**src/frmc_map.svh**
```systemverilog
// Offsets, field positions, opcodes and parameter table values.
`ifndef FRMC_MAP_SVH
`define FRMC_MAP_SVH

// ----------------------------------------------------------------------
// Link opcodes
// ----------------------------------------------------------------------
`define FRMC_OP_DUAL_IO_RD  8'hBB
`define FRMC_OP_QUAD_IO_RD  8'hEB
`define FRMC_OP_FOUR_WIRE   8'h38
`define FRMC_OP_RELEASE     8'hFF
`define FRMC_OP_RST_EN      8'h66
`define FRMC_OP_RST         8'h99

// ----------------------------------------------------------------------
// Frame layout
// ----------------------------------------------------------------------
`define FRMC_CONT_KEEP      2'b10
`define FRMC_OP_BITS        6'd8
`define FRMC_ADDR_BITS      6'd24
`define FRMC_MODE_BITS      6'd8
`define FRMC_QUAD_DUMMY     6'd4
`define FRMC_RELEASE_CLKS   4'd8

// ----------------------------------------------------------------------
// Register map, byte addresses
// ----------------------------------------------------------------------
`define FRMC_CTRL_OFS       12'h000
`define FRMC_STAT_OFS       12'h004
`define FRMC_ADDR_OFS       12'h008
`define FRMC_PARAM_PAGE     4'h1
`define FRMC_CTRL_RST       5'h00
`define FRMC_CTRL_W         5

// ----------------------------------------------------------------------
// Parameter table bytes
// ----------------------------------------------------------------------
`define FRMC_PT_112_MODE    8'h08
`define FRMC_PT_112_OP      8'h3B
`define FRMC_PT_122_WAITMD  8'h80
`define FRMC_PT_122_OP      8'hBB
`define FRMC_PT_X22_SUPP    8'hEE
`define FRMC_PT_NONE_WM     8'h00
`define FRMC_PT_NONE_OP     8'hFF
`define FRMC_PT_ER1_SIZE    8'h0C
`define FRMC_PT_ER1_OP      8'h20
`define FRMC_PT_ER2_SIZE    8'h0F
`define FRMC_PT_ER2_OP      8'h52
`define FRMC_PT_ER3_SIZE    8'h10
`define FRMC_PT_ER3_OP      8'hD8
`define FRMC_PT_ER4_SIZE    8'h08
`define FRMC_PT_ER4_OP      8'h81
`define FRMC_PT_RST_LO      8'h9E
`define FRMC_PT_RST_HI      8'hF9
`define FRMC_PT_WRAP_OP     8'h77
`define FRMC_PT_WRAP_LEN    8'h64
`define FRMC_PT_LOCK_LO     8'hFC
`define FRMC_PT_LOCK_HI     8'hCB

`endif

```
**src/frmc_pkg.sv**
```systemverilog
// Types shared by the read mode control block.
package frmc_pkg;

   typedef enum logic [2:0] {
      frmc_st_idle  = 3'b000,
      frmc_st_cmd   = 3'b001,
      frmc_st_addr  = 3'b010,
      frmc_st_mode  = 3'b011,
      frmc_st_dummy = 3'b100,
      frmc_st_data  = 3'b101,
      frmc_st_skip  = 3'b110
   } frmc_state_t;

   typedef struct packed {
      logic [3:0] out;
      logic [3:0] oe_n;
   } frmc_io_drv_t;

   typedef struct packed {
      logic [1:0] wrap;
      logic       susp;
      logic       wel;
      logic       qe;
   } frmc_ctrl_t;

endpackage

```
**src/frmc_ctrl.sv**
```systemverilog
// Continuous read and four-wire command mode control with register bus.
//
// The address map and the Wishbone slave port were left to the implementer.
`timescale 1ns/10ps
`include "frmc_map.svh"

// Function
// - mode bits 5:4 equal 10 make next frame the same read, no opcode.
// - mode bits 5:4 other than 10 leave continuous read mode.
// - mode byte bits 7:6 and 3:0 are ignored.
// - in continuous mode incoming bits are address, not opcodes or reset.
// - release opcode FF clears continuous mode and four-wire mode.
// - opcode 38 with quad enable set enters four-wire command mode.
// - opcode 38 with quad enable clear is ignored.
// - entering four-wire mode keeps write latch, suspend and wrap state.
// - table shows 1-1-2 read, opcode 3B, no mode bits, byte 3D.
// - table shows 1-2-2 read, opcode BB, no wait, mode field 100b.
// - table shows 2-2-2 and 4-4-4 reads unsupported, opcodes FF.
// - table shows erase types one and two, sizes 0C, 0F, opcodes 20, 52.
// - table shows erase types three and four, sizes 10, 08, opcodes D8, 81.
// - software reset 99 acts only directly after reset enable 66.
// - table shows wrap reads, opcode 77, lengths code 64.
// - table shows no block locking, lock opcode FF, secured OTP present.
// - clearing quad enable leaves four-wire command mode.
module frmc_ctrl
   import frmc_pkg::*;
#(
   parameter int ADR_W = 12
) (
   input  wire logic             ref_clk,
   input  wire logic             reset_n,
   input  wire logic             wb_cyc,
   input  wire logic             wb_stb,
   input  wire logic             wb_we,
   input  wire logic [ADR_W-1:0] wb_adr,
   input  wire logic [3:0]       wb_sel,
   input  wire logic [31:0]      wb_dat_w,
   output logic      [31:0]      wb_dat_r,
   output logic                  wb_ack,
   input  wire logic             sclk,
   input  wire logic             cs_n,
   input  wire logic [3:0]       io_in,
   output frmc_io_drv_t          io_drv,
   output logic      [23:0]      array_addr,
   output logic                  array_rd,
   input  wire logic [7:0]       array_rdata
);

   // -------------------------------------------------------------------
   // Pin synchronisers and edge detection
   // -------------------------------------------------------------------
   logic [2:0]  sclk_reg;
   logic [2:0]  cs_reg;
   logic [3:0]  io_s1_reg;
   logic [3:0]  io_s2_reg;
   logic        rise;
   logic        fall;
   logic        cs_fall;
   logic        cs_rise;

   always_ff @(posedge ref_clk or negedge reset_n) begin
      if (!reset_n) begin
         sclk_reg  <= 3'h0;
         cs_reg    <= 3'h7;
         io_s1_reg <= 4'h0;
         io_s2_reg <= 4'h0;
      end else begin
         sclk_reg  <= {sclk_reg[1:0], sclk};
         cs_reg    <= {cs_reg[1:0], cs_n};
         io_s1_reg <= io_in;
         io_s2_reg <= io_s1_reg;
      end
   end

   assign rise    = sclk_reg[1] & ~sclk_reg[2] & ~cs_reg[1];
   assign fall    = ~sclk_reg[1] & sclk_reg[2] & ~cs_reg[1];
   assign cs_fall = ~cs_reg[1] & cs_reg[2];
   assign cs_rise = cs_reg[1] & ~cs_reg[2];

   // -------------------------------------------------------------------
   // Frame state, shifter and counters
   // -------------------------------------------------------------------
   frmc_state_t state_reg;
   frmc_ctrl_t  ctrl_reg;
   logic [23:0] sh_reg;
   logic [23:0] sh_next;
   logic [5:0]  cnt_reg;
   logic [5:0]  cnt_next;
   logic [2:0]  lanes_reg;
   logic        quad_reg;
   logic        qpi_reg;
   logic        cont_reg;
   logic        cont_quad_reg;
   logic [23:0] addr_reg;
   logic [7:0]  mode_reg;
   logic        mode_done_reg;
   logic        op_valid;
   logic [7:0]  op_byte;

   always_comb begin
      case (lanes_reg)
         3'd2:    sh_next = {sh_reg[21:0], io_s2_reg[1:0]};
         3'd4:    sh_next = {sh_reg[19:0], io_s2_reg};
         default: sh_next = {sh_reg[22:0], io_s2_reg[0]};
      endcase
   end

   assign cnt_next = cnt_reg + {3'b000, lanes_reg};
   assign op_byte  = sh_next[7:0];
   assign op_valid = rise && state_reg == frmc_st_cmd &&
                     cnt_next == `FRMC_OP_BITS;

   always_ff @(posedge ref_clk or negedge reset_n) begin
      if (!reset_n) begin
         state_reg <= frmc_st_idle;
         sh_reg    <= 24'h000000;
         cnt_reg   <= 6'h00;
         lanes_reg <= 3'd1;
         quad_reg  <= 1'b0;
         addr_reg  <= 24'h000000;
         mode_reg  <= 8'h00;
      end else if (cs_rise) begin
         state_reg <= frmc_st_idle;
      end else if (cs_fall) begin
         cnt_reg <= 6'h00;
         if (cont_reg) begin
            // A kept read skips the opcode and starts on the address.
            state_reg <= frmc_st_addr;
            lanes_reg <= cont_quad_reg ? 3'd4 : 3'd2;
            quad_reg  <= cont_quad_reg;
         end else begin
            state_reg <= frmc_st_cmd;
            lanes_reg <= qpi_reg ? 3'd4 : 3'd1;
         end
      end else if (rise) begin
         case (state_reg)
            frmc_st_cmd: begin
               sh_reg  <= sh_next;
               cnt_reg <= cnt_next;
               if (cnt_next == `FRMC_OP_BITS) begin
                  cnt_reg <= 6'h00;
                  if (op_byte == `FRMC_OP_DUAL_IO_RD && !qpi_reg) begin
                     state_reg <= frmc_st_addr;
                     lanes_reg <= 3'd2;
                     quad_reg  <= 1'b0;
                  end else if (op_byte == `FRMC_OP_QUAD_IO_RD &&
                               ctrl_reg.qe) begin
                     state_reg <= frmc_st_addr;
                     lanes_reg <= 3'd4;
                     quad_reg  <= 1'b1;
                  end else begin
                     state_reg <= frmc_st_skip;
                  end
               end
            end
            frmc_st_addr: begin
               sh_reg  <= sh_next;
               cnt_reg <= cnt_next;
               if (cnt_next == `FRMC_ADDR_BITS) begin
                  cnt_reg   <= 6'h00;
                  addr_reg  <= sh_next;
                  state_reg <= frmc_st_mode;
               end
            end
            frmc_st_mode: begin
               sh_reg  <= sh_next;
               cnt_reg <= cnt_next;
               if (cnt_next == `FRMC_MODE_BITS) begin
                  cnt_reg   <= 6'h00;
                  mode_reg  <= sh_next[7:0];
                  state_reg <= quad_reg ? frmc_st_dummy : frmc_st_data;
               end
            end
            frmc_st_dummy: begin
               cnt_reg <= cnt_reg + 6'h01;
               if (cnt_reg + 6'h01 == `FRMC_QUAD_DUMMY) begin
                  state_reg <= frmc_st_data;
               end
            end
            default: begin
            end
         endcase
      end
   end

   always_ff @(posedge ref_clk or negedge reset_n) begin
      if (!reset_n) begin
         mode_done_reg <= 1'b0;
      end else if (cs_fall) begin
         mode_done_reg <= 1'b0;
      end else if (rise && state_reg == frmc_st_mode &&
                   cnt_next == `FRMC_MODE_BITS) begin
         mode_done_reg <= 1'b1;
      end
   end

   // -------------------------------------------------------------------
   // Release pattern seen while continuous mode owns the link
   // -------------------------------------------------------------------
   logic [3:0] ff_clk_reg;
   logic       ff_ok_reg;
   logic       ff_release;

   always_ff @(posedge ref_clk or negedge reset_n) begin
      if (!reset_n) begin
         ff_clk_reg <= 4'h0;
         ff_ok_reg  <= 1'b0;
      end else if (cs_fall) begin
         ff_clk_reg <= 4'h0;
         ff_ok_reg  <= 1'b1;
      end else if (rise && ff_clk_reg != `FRMC_RELEASE_CLKS) begin
         ff_clk_reg <= ff_clk_reg + 4'h1;
         ff_ok_reg  <= ff_ok_reg & io_s2_reg[0];
      end
   end

   assign ff_release = (op_valid && op_byte == `FRMC_OP_RELEASE) ||
                       (cs_rise && cont_reg && !mode_done_reg &&
                        ff_ok_reg && ff_clk_reg == `FRMC_RELEASE_CLKS);

   // -------------------------------------------------------------------
   // Mode flags
   // -------------------------------------------------------------------
   logic       rst_en_reg;
   logic       soft_rst;
   logic [7:0] last_op_reg;

   assign soft_rst = op_valid && op_byte == `FRMC_OP_RST && rst_en_reg;

   always_ff @(posedge ref_clk or negedge reset_n) begin
      if (!reset_n) begin
         rst_en_reg  <= 1'b0;
         last_op_reg <= 8'h00;
      end else if (op_valid) begin
         rst_en_reg  <= op_byte == `FRMC_OP_RST_EN;
         last_op_reg <= op_byte;
      end
   end

   always_ff @(posedge ref_clk or negedge reset_n) begin
      if (!reset_n) begin
         cont_reg      <= 1'b0;
         cont_quad_reg <= 1'b0;
      end else if (ff_release || soft_rst) begin
         cont_reg <= 1'b0;
      end else if (cs_rise && mode_done_reg) begin
         // Only bits 5:4 decide; the rest of the byte is ignored.
         cont_reg      <= mode_reg[5:4] == `FRMC_CONT_KEEP;
         cont_quad_reg <= quad_reg;
      end
   end

   always_ff @(posedge ref_clk or negedge reset_n) begin
      if (!reset_n) begin
         qpi_reg <= 1'b0;
      end else if (!ctrl_reg.qe || ff_release || soft_rst) begin
         qpi_reg <= 1'b0;
      end else if (op_valid && op_byte == `FRMC_OP_FOUR_WIRE) begin
         qpi_reg <= 1'b1;
      end
   end

   // -------------------------------------------------------------------
   // Read data out on the falling link clock edge
   // -------------------------------------------------------------------
   logic [7:0] obyte_reg;
   logic [3:0] ocnt_reg;

   function automatic frmc_io_drv_t lane_drive(input logic [7:0] b,
                                               input logic       q);
      frmc_io_drv_t d;
      d.out  = q ? b[7:4] : {2'b00, b[7:6]};
      d.oe_n = q ? 4'h0 : 4'hC;
      return d;
   endfunction

   always_ff @(posedge ref_clk or negedge reset_n) begin
      if (!reset_n) begin
         io_drv     <= '{out: 4'h0, oe_n: 4'hF};
         obyte_reg  <= 8'h00;
         ocnt_reg   <= 4'h0;
         array_addr <= 24'h000000;
         array_rd   <= 1'b0;
      end else begin
         array_rd <= 1'b0;
         if (state_reg != frmc_st_data) begin
            io_drv   <= '{out: 4'h0, oe_n: 4'hF};
            ocnt_reg <= 4'h0;
            if (state_reg == frmc_st_mode) begin
               array_addr <= addr_reg;
            end
         end else if (fall) begin
            if (ocnt_reg == 4'h0) begin
               io_drv     <= lane_drive(array_rdata, quad_reg);
               obyte_reg  <= array_rdata << lanes_reg;
               ocnt_reg   <= 4'h8 - {1'b0, lanes_reg};
               array_addr <= array_addr + 24'h000001;
               array_rd   <= 1'b1;
            end else begin
               io_drv    <= lane_drive(obyte_reg, quad_reg);
               obyte_reg <= obyte_reg << lanes_reg;
               ocnt_reg  <= ocnt_reg - {1'b0, lanes_reg};
            end
         end
      end
   end

   // -------------------------------------------------------------------
   // Wishbone slave
   // -------------------------------------------------------------------
   logic        wb_req;
   logic [7:0]  rom_byte [4];
   logic [31:0] rd_word;

   generate
      for (genvar i = 0; i < 4; i++) begin : g_rom
         frmc_param_rom u_rom (
            .byte_addr ({wb_adr[7:2], 2'(i)}),
            .byte_data (rom_byte[i])
         );
      end
   endgenerate

   assign wb_req = wb_cyc && wb_stb && !wb_ack;

   always_comb begin
      rd_word = 32'h00000000;
      if (wb_adr[11:8] == `FRMC_PARAM_PAGE) begin
         rd_word = {rom_byte[3], rom_byte[2], rom_byte[1], rom_byte[0]};
      end else if (wb_adr[11:0] == `FRMC_CTRL_OFS) begin
         rd_word = {27'h0, ctrl_reg};
      end else if (wb_adr[11:0] == `FRMC_STAT_OFS) begin
         rd_word = {16'h0, last_op_reg, 4'h0, quad_reg, rst_en_reg,
                    qpi_reg, cont_reg};
      end else if (wb_adr[11:0] == `FRMC_ADDR_OFS) begin
         rd_word = {8'h00, addr_reg};
      end
   end

   always_ff @(posedge ref_clk or negedge reset_n) begin
      if (!reset_n) begin
         wb_ack   <= 1'b0;
         wb_dat_r <= 32'h00000000;
      end else begin
         wb_ack <= wb_req;
         if (wb_req && !wb_we) begin
            wb_dat_r <= rd_word;
         end
      end
   end

   // A software reset clears the volatile settings; four-wire entry never
   // touches them.
   always_ff @(posedge ref_clk or negedge reset_n) begin
      if (!reset_n) begin
         ctrl_reg <= `FRMC_CTRL_RST;
      end else begin
         if (wb_req && wb_we && wb_sel[0] &&
             wb_adr[11:0] == `FRMC_CTRL_OFS) begin
            ctrl_reg <= wb_dat_w[`FRMC_CTRL_W-1:0];
         end
         if (soft_rst) begin
            ctrl_reg.wel  <= 1'b0;
            ctrl_reg.susp <= 1'b0;
            ctrl_reg.wrap <= 2'b00;
         end
      end
   end

   logic ctrl_wr;
   assign ctrl_wr = wb_req && wb_we;
endmodule

```
**src/frmc_param_rom.sv**
```systemverilog
// One byte lane of the discoverable parameter table.
`timescale 1ns/10ps
`include "frmc_map.svh"

module frmc_param_rom
   import frmc_pkg::*;
#(
   // Arbitrary value, not a real maker code.
   parameter logic [7:0] MAKER_ID = 8'h5A
) (
   input  wire logic [7:0] byte_addr,
   output logic      [7:0] byte_data
);

   always_comb begin
      case (byte_addr)
         8'h00: byte_data = 8'h53;
         8'h01: byte_data = 8'h46;
         8'h02: byte_data = 8'h44;
         8'h03: byte_data = 8'h50;
         8'h05: byte_data = 8'h01;
         8'h06: byte_data = 8'h01;
         8'h0A: byte_data = 8'h01;
         8'h0B: byte_data = 8'h09;
         8'h0C: byte_data = 8'h30;
         8'h10: byte_data = MAKER_ID;
         8'h12: byte_data = 8'h01;
         8'h13: byte_data = 8'h03;
         8'h14: byte_data = 8'h60;
         8'h04, 8'h08, 8'h09, 8'h0D, 8'h0E, 8'h11, 8'h15, 8'h16,
         8'h37, 8'h60: byte_data = 8'h00;
         8'h30: byte_data = 8'hE5;
         8'h31: byte_data = 8'h20;
         8'h32: byte_data = 8'hF1;
         8'h38: byte_data = 8'h44;
         8'h39: byte_data = 8'hEB;
         8'h3A: byte_data = 8'h08;
         8'h3B: byte_data = 8'h6B;
         8'h3C: byte_data = `FRMC_PT_112_MODE;
         8'h3D: byte_data = `FRMC_PT_112_OP;
         8'h3E: byte_data = `FRMC_PT_122_WAITMD;
         8'h3F: byte_data = `FRMC_PT_122_OP;
         8'h40: byte_data = `FRMC_PT_X22_SUPP;
         8'h46, 8'h4A: byte_data = `FRMC_PT_NONE_WM;
         8'h47, 8'h4B: byte_data = `FRMC_PT_NONE_OP;
         8'h4C: byte_data = `FRMC_PT_ER1_SIZE;
         8'h4D: byte_data = `FRMC_PT_ER1_OP;
         8'h4E: byte_data = `FRMC_PT_ER2_SIZE;
         8'h4F: byte_data = `FRMC_PT_ER2_OP;
         8'h50: byte_data = `FRMC_PT_ER3_SIZE;
         8'h51: byte_data = `FRMC_PT_ER3_OP;
         8'h52: byte_data = `FRMC_PT_ER4_SIZE;
         8'h53: byte_data = `FRMC_PT_ER4_OP;
         8'h61: byte_data = 8'h20;
         8'h62: byte_data = 8'h50;
         8'h63: byte_data = 8'h16;
         8'h64: byte_data = `FRMC_PT_RST_LO;
         8'h65: byte_data = `FRMC_PT_RST_HI;
         8'h66: byte_data = `FRMC_PT_WRAP_OP;
         8'h67: byte_data = `FRMC_PT_WRAP_LEN;
         8'h68: byte_data = `FRMC_PT_LOCK_LO;
         8'h69: byte_data = `FRMC_PT_LOCK_HI;
         default: byte_data = 8'hFF;
      endcase
   end

endmodule

```
**config.mk**
```make
export PLATFORM = sky130hd
export DESIGN_NAME = frmc_ctrl
export DESIGN_NICKNAME = d
export VERILOG_FILES = /design/src/frmc_pkg.sv /design/src/frmc_ctrl.sv /design/src/frmc_param_rom.sv
export VERILOG_INCLUDE_DIRS = /design/src
export SDC_FILE = /design/constraint.sdc
export NUM_CORES = 1
export LEC_CHECK = 0
export BUFFER_PORTS_ARGS = -buffer_cell sky130_fd_sc_hd__buf_2
export CAP_MARGIN = 40
export CORE_MARGIN = 8
export CORE_UTILIZATION = 35
export CTS_CLUSTER_SIZE = 8
export DETAILED_ROUTE_END_ITERATION = 10
export SLEW_MARGIN = 20
export SYNTH_ARGS = -nofsm -noshare
export SYNTH_HDL_FRONTEND = slang
export SYNTH_SLANG_ARGS = --single-unit
export TNS_END_PERCENT = 100
```
**constraint.sdc**
```tcl
create_clock -name ref_clk -period 6.1 [get_ports ref_clk]
set_input_delay 1.22 -clock ref_clk [delete_from_list [all_inputs] [get_ports ref_clk]]
set_output_delay 1.22 -clock ref_clk [all_outputs]
set_load 0.005 [all_outputs]
```
==> summary.md <==
| Metric | Value |
|---|---|
| Clock share of power | 0.316 |
| Register area share after synthesis | 0.4299 |
| CP Data Required Time | 6420 ps |
| Worst Path Max Fanout | 37 |
| Clk buf depth | 2 |
| Core Region | 0.02870 mm² |
| Yosys cell types | 76 |
| Mux cell area share after synthesis | 0.04660 |
| CTS H-Tree Depth | 4 |
| Primary FF master, synth | dfrtp_1 |
| I/O Buffers | 102 |
| CTS tree | yes |
| Final non-filler cell total | 1697 |
| Syn Inst Count | approximately 1200 |
| Critical path's largest stage delay | about 990 ps |
| Status | finished, final reports clean |
| Peak supply drop | 0.0002183 V |
| RSZ-0062 raised after global routing | no |
| Final hold slack | 349.5 ps |
| Largest area contributor in the netlist | dfrtp_1 |
| Pint | 0.002343 W |
| Post-Synth Simple-Gate Area | 0.2183 |
| EDFF count, synth | 0 |
| Synthesis Warnings | 0 |
| Total Wirelength | around 29 mm |
| Seq cells post-synth | 175 |
| Initial Util | 0.3555 |
| Crit path cell chain | ha_1, inv_1, fa_1, nor2b_1, o21ai_2, xnor2_1, nor3b_1, o32ai_1, mux2_2, a311o_1 |
| Post-Synth Adder-Cell Area | 0.03090 |
| Post-CTS Repair Setup Buffers | 0 |
| Global-route wire length before repair | roughly 48 mm |
| Ant diodes | 0 |
| Final setup fails | 0 |
| CP bufs+invs | 1 |
| Fin. Hold Viols | 0 |
| Drt wl/cell | between 15 and 20 µm |
| Net Sw Power | ~0.0013 W |
| Via density | roughly 5.5 |
| Sw frac | 0.3554 |
| Total CTS buffers | 17 |
| Sequential share of power | 0.420 |
| Post-synthesis xor/xnor area fraction | 0.006867 |
| Fin crit share | 0.6823 |
| Area Overhead vs Synth | 14.56% |
| Most common cell in the netlist | nand2_1 |
| Slew margin rel. | 0.4174 |
| Comb pwr share | 0.263 |
| Worst Setup Start Kind | flop |
| Worst-Skew Late Latency | 440 ps |
| Syn avg cell area | 8.249 µm² |
| DR iter-0 viols | 893 |
| Cells after DPL | between 1500 and 2000 |
| Area contributors post-synth | dfrtp_1 (41%), nand2_1 (7.7%), a21oi_1 (6.0%), o21ai_0 (5.7%), nor2_1 (5.1%) |
| Number of remaining DRC errors | 0 |
| Post-synthesis compound-gate area fraction | 0.2277 |
| Worst-Margin Slew | roughly 870 ps |
| Initial antenna violation count | 0 |
| Yosys top cell area share | 0.4145 |
| Vias in the first global route | 8788 |
| Pwr per Cell Area | 311.0 mW/mm² |
| Worst Hold Class | flop to flop |
| Largest family of logic cells by synthesized area | compound AO/OA/AOI/OAI gates |
| Via count | 9294 |
| Rows | 62 |
| GR Util All Layers | 0.1672 |
| CP top delay family | compound AO/OA/AOI/OAI gates |
| Clock-pin transition on the worst setup and hold timing paths | 70 ps |
| Drt pass-1 iters | 6 |
| GRT busiest layer | met2 |
| Hpwl dp | approximately 21 mm |
| Setup TNS | 0 ps |
| Root Buffer Master | clkbuf_16 |
| Met3 usage | 0.03561 |
| Crit. End Element | flop |
| M2 GR Usage | 0.2594 |
| GPL Wtd Cong | 0.9030 |
| Total gr overflow | 0 |
| Max stage delay cell, worst path | dfstp_2 |
| Mapped Area | 0.01020 mm² |
| ANT nets after route | 0 |
| Pleak | 5.195 nW |
| Clk sinks | about 180 |
| Clock Skew | 14.44 ps |
| Resized cells post-CTS | 0 |
| Largest net degree at the start of global routing | 75 |
| Tmin final | 4162 ps |
| WP data arrival | 4490 ps |
| Chip Height | 186.7 µm |
| Die width | around 190 µm |
| IO Pins | 133 |
| Fraction of registers with async set/reset | 1.000 |
| Max-slew violations | 0 |
| Fraction of layout instances using a drive strength above 1 | 0.1531 |
| Max FFs per register | 32 |
| Fmax | between 200 and 250 MHz |
| Max-capacitance violation count | 0 |
| Critical path class | flop to flop |
| Met1 usage | 0.2345 |
| Final #Nets | 1391 |
| Die ar. | 0.03487 mm² |
| Post-synth top cells | nand2_1 (208), dfrtp_1 (169), nor2_1 (139), a21oi_1 (123), o21ai_0 (116) |
| Hold bufs inserted after CTS | 0 |
| Synthesized Nets | around 1300 |
-- final cells by class --
class / count / area [µm²]
fillers: 2936 / 17010
multi-input cells: 958 / 5441
flip-flops and latches: 175 / 4387
repair buffers: 121 / 668.1
well taps: 384 / 480.5
clock buffers: 18 / 439.2
clock inverters: 14 / 171.4
inverters: 27 / 101.3
-- logic make-up after synthesis --
logic type,count (synthesis)
DFF,175
and+or+nand+nor,495
adders and majority gates,24
AOI/OAI and AO/OA,386
buffers and inverters,104
muxes,45
xor gates and xnor gates,8
-- power groups by stage --
stage	sequential [W]	combinational (W)	clock (W)
after floorplan	0.00149	0.000648	0
after global placement	0.00154	0.000934	0
after detailed placement	0.00155	0.000953	0
after CTS	0.00153	0.000960	0.00117
after global routing	0.00156	0.00109	0.00122
final	0.00153	0.000956	0.00115
-- layout by cell type, fill, tap and decap left out, drive strengths merged, types with 6 or more instances in the layout --
master  count
inv        31
a21oi     123
a21o        7
nand2     208
a22oi       7
nand4       7
nor3       22
clkbuf     18
o22a        6
nor2b      15
nand3      27
a221oi     10
o211ai      9
mux2i      25
buf       121
and2        9
and3       12
mux2       20
o31ai       8
dfstp       6
a211oi      9
o22ai      24
a31oi      22
o21ai     118
dfrtp     169
ha         22
or2         6
nand2b     18
nor2      139
-- worst register-to-register path, delay by kind of cell, from the launching register on --
family	cells	cell delay, ps
buffers and inverters	1	60
AO/OA/AOI/OAI	3	1030
flip-flops	1	990
XOR/XNOR	1	560
AND/OR/NAND/NOR	2	290
adder cells (fa/ha/maj)	2	730
multiplexers	1	410
-- metal layers --
metal,share of wire,up-vias,routed length [µm]
li1,-,4549,-
met1,0.47,4441,13950
met2,0.46,277,13510
met3,0.055,27,1621
met4,0.012,0,351
met5,0,-,0
-- final timing paths --
kind                            cells after the start    startpoint            to  slack, ps
worst min register to register                      0  io_s1_reg[1]  io_s2_reg[1]        350
worst min-delay path                                0  io_s1_reg[1]  io_s2_reg[1]        350
max in group asynchronous                           2       reset_n   ctrl_reg[2]       4140
worst max register to register                     10  lanes_reg[0]  state_reg[2]       1940
worst max-delay path                               10  lanes_reg[0]  state_reg[2]       1940
min in group asynchronous                           1       reset_n     io_drv[6]        800
-- stage by stage --
| stage | area [µm²] | total power [W] | utilization | worst slack [ps] |
|---|---|---|---|---|
| finish | 11690 | 0.003635 | 0.4072 | 1938 |
| global route | 11690 | 0.003871 | 0.4072 | 1622 |
| CTS | 11690 | 0.003662 | 0.4072 | 1949 |
| detailed placement | 11080 | 0.002502 | 0.3860 | 1957 |
| global placement | 11040 | 0.002479 | 0.3846 | 2043 |
| floorplan | 10200 | 0.002138 | - | 2345 |
No activity file was read; power rests on OpenSTA's default activity.
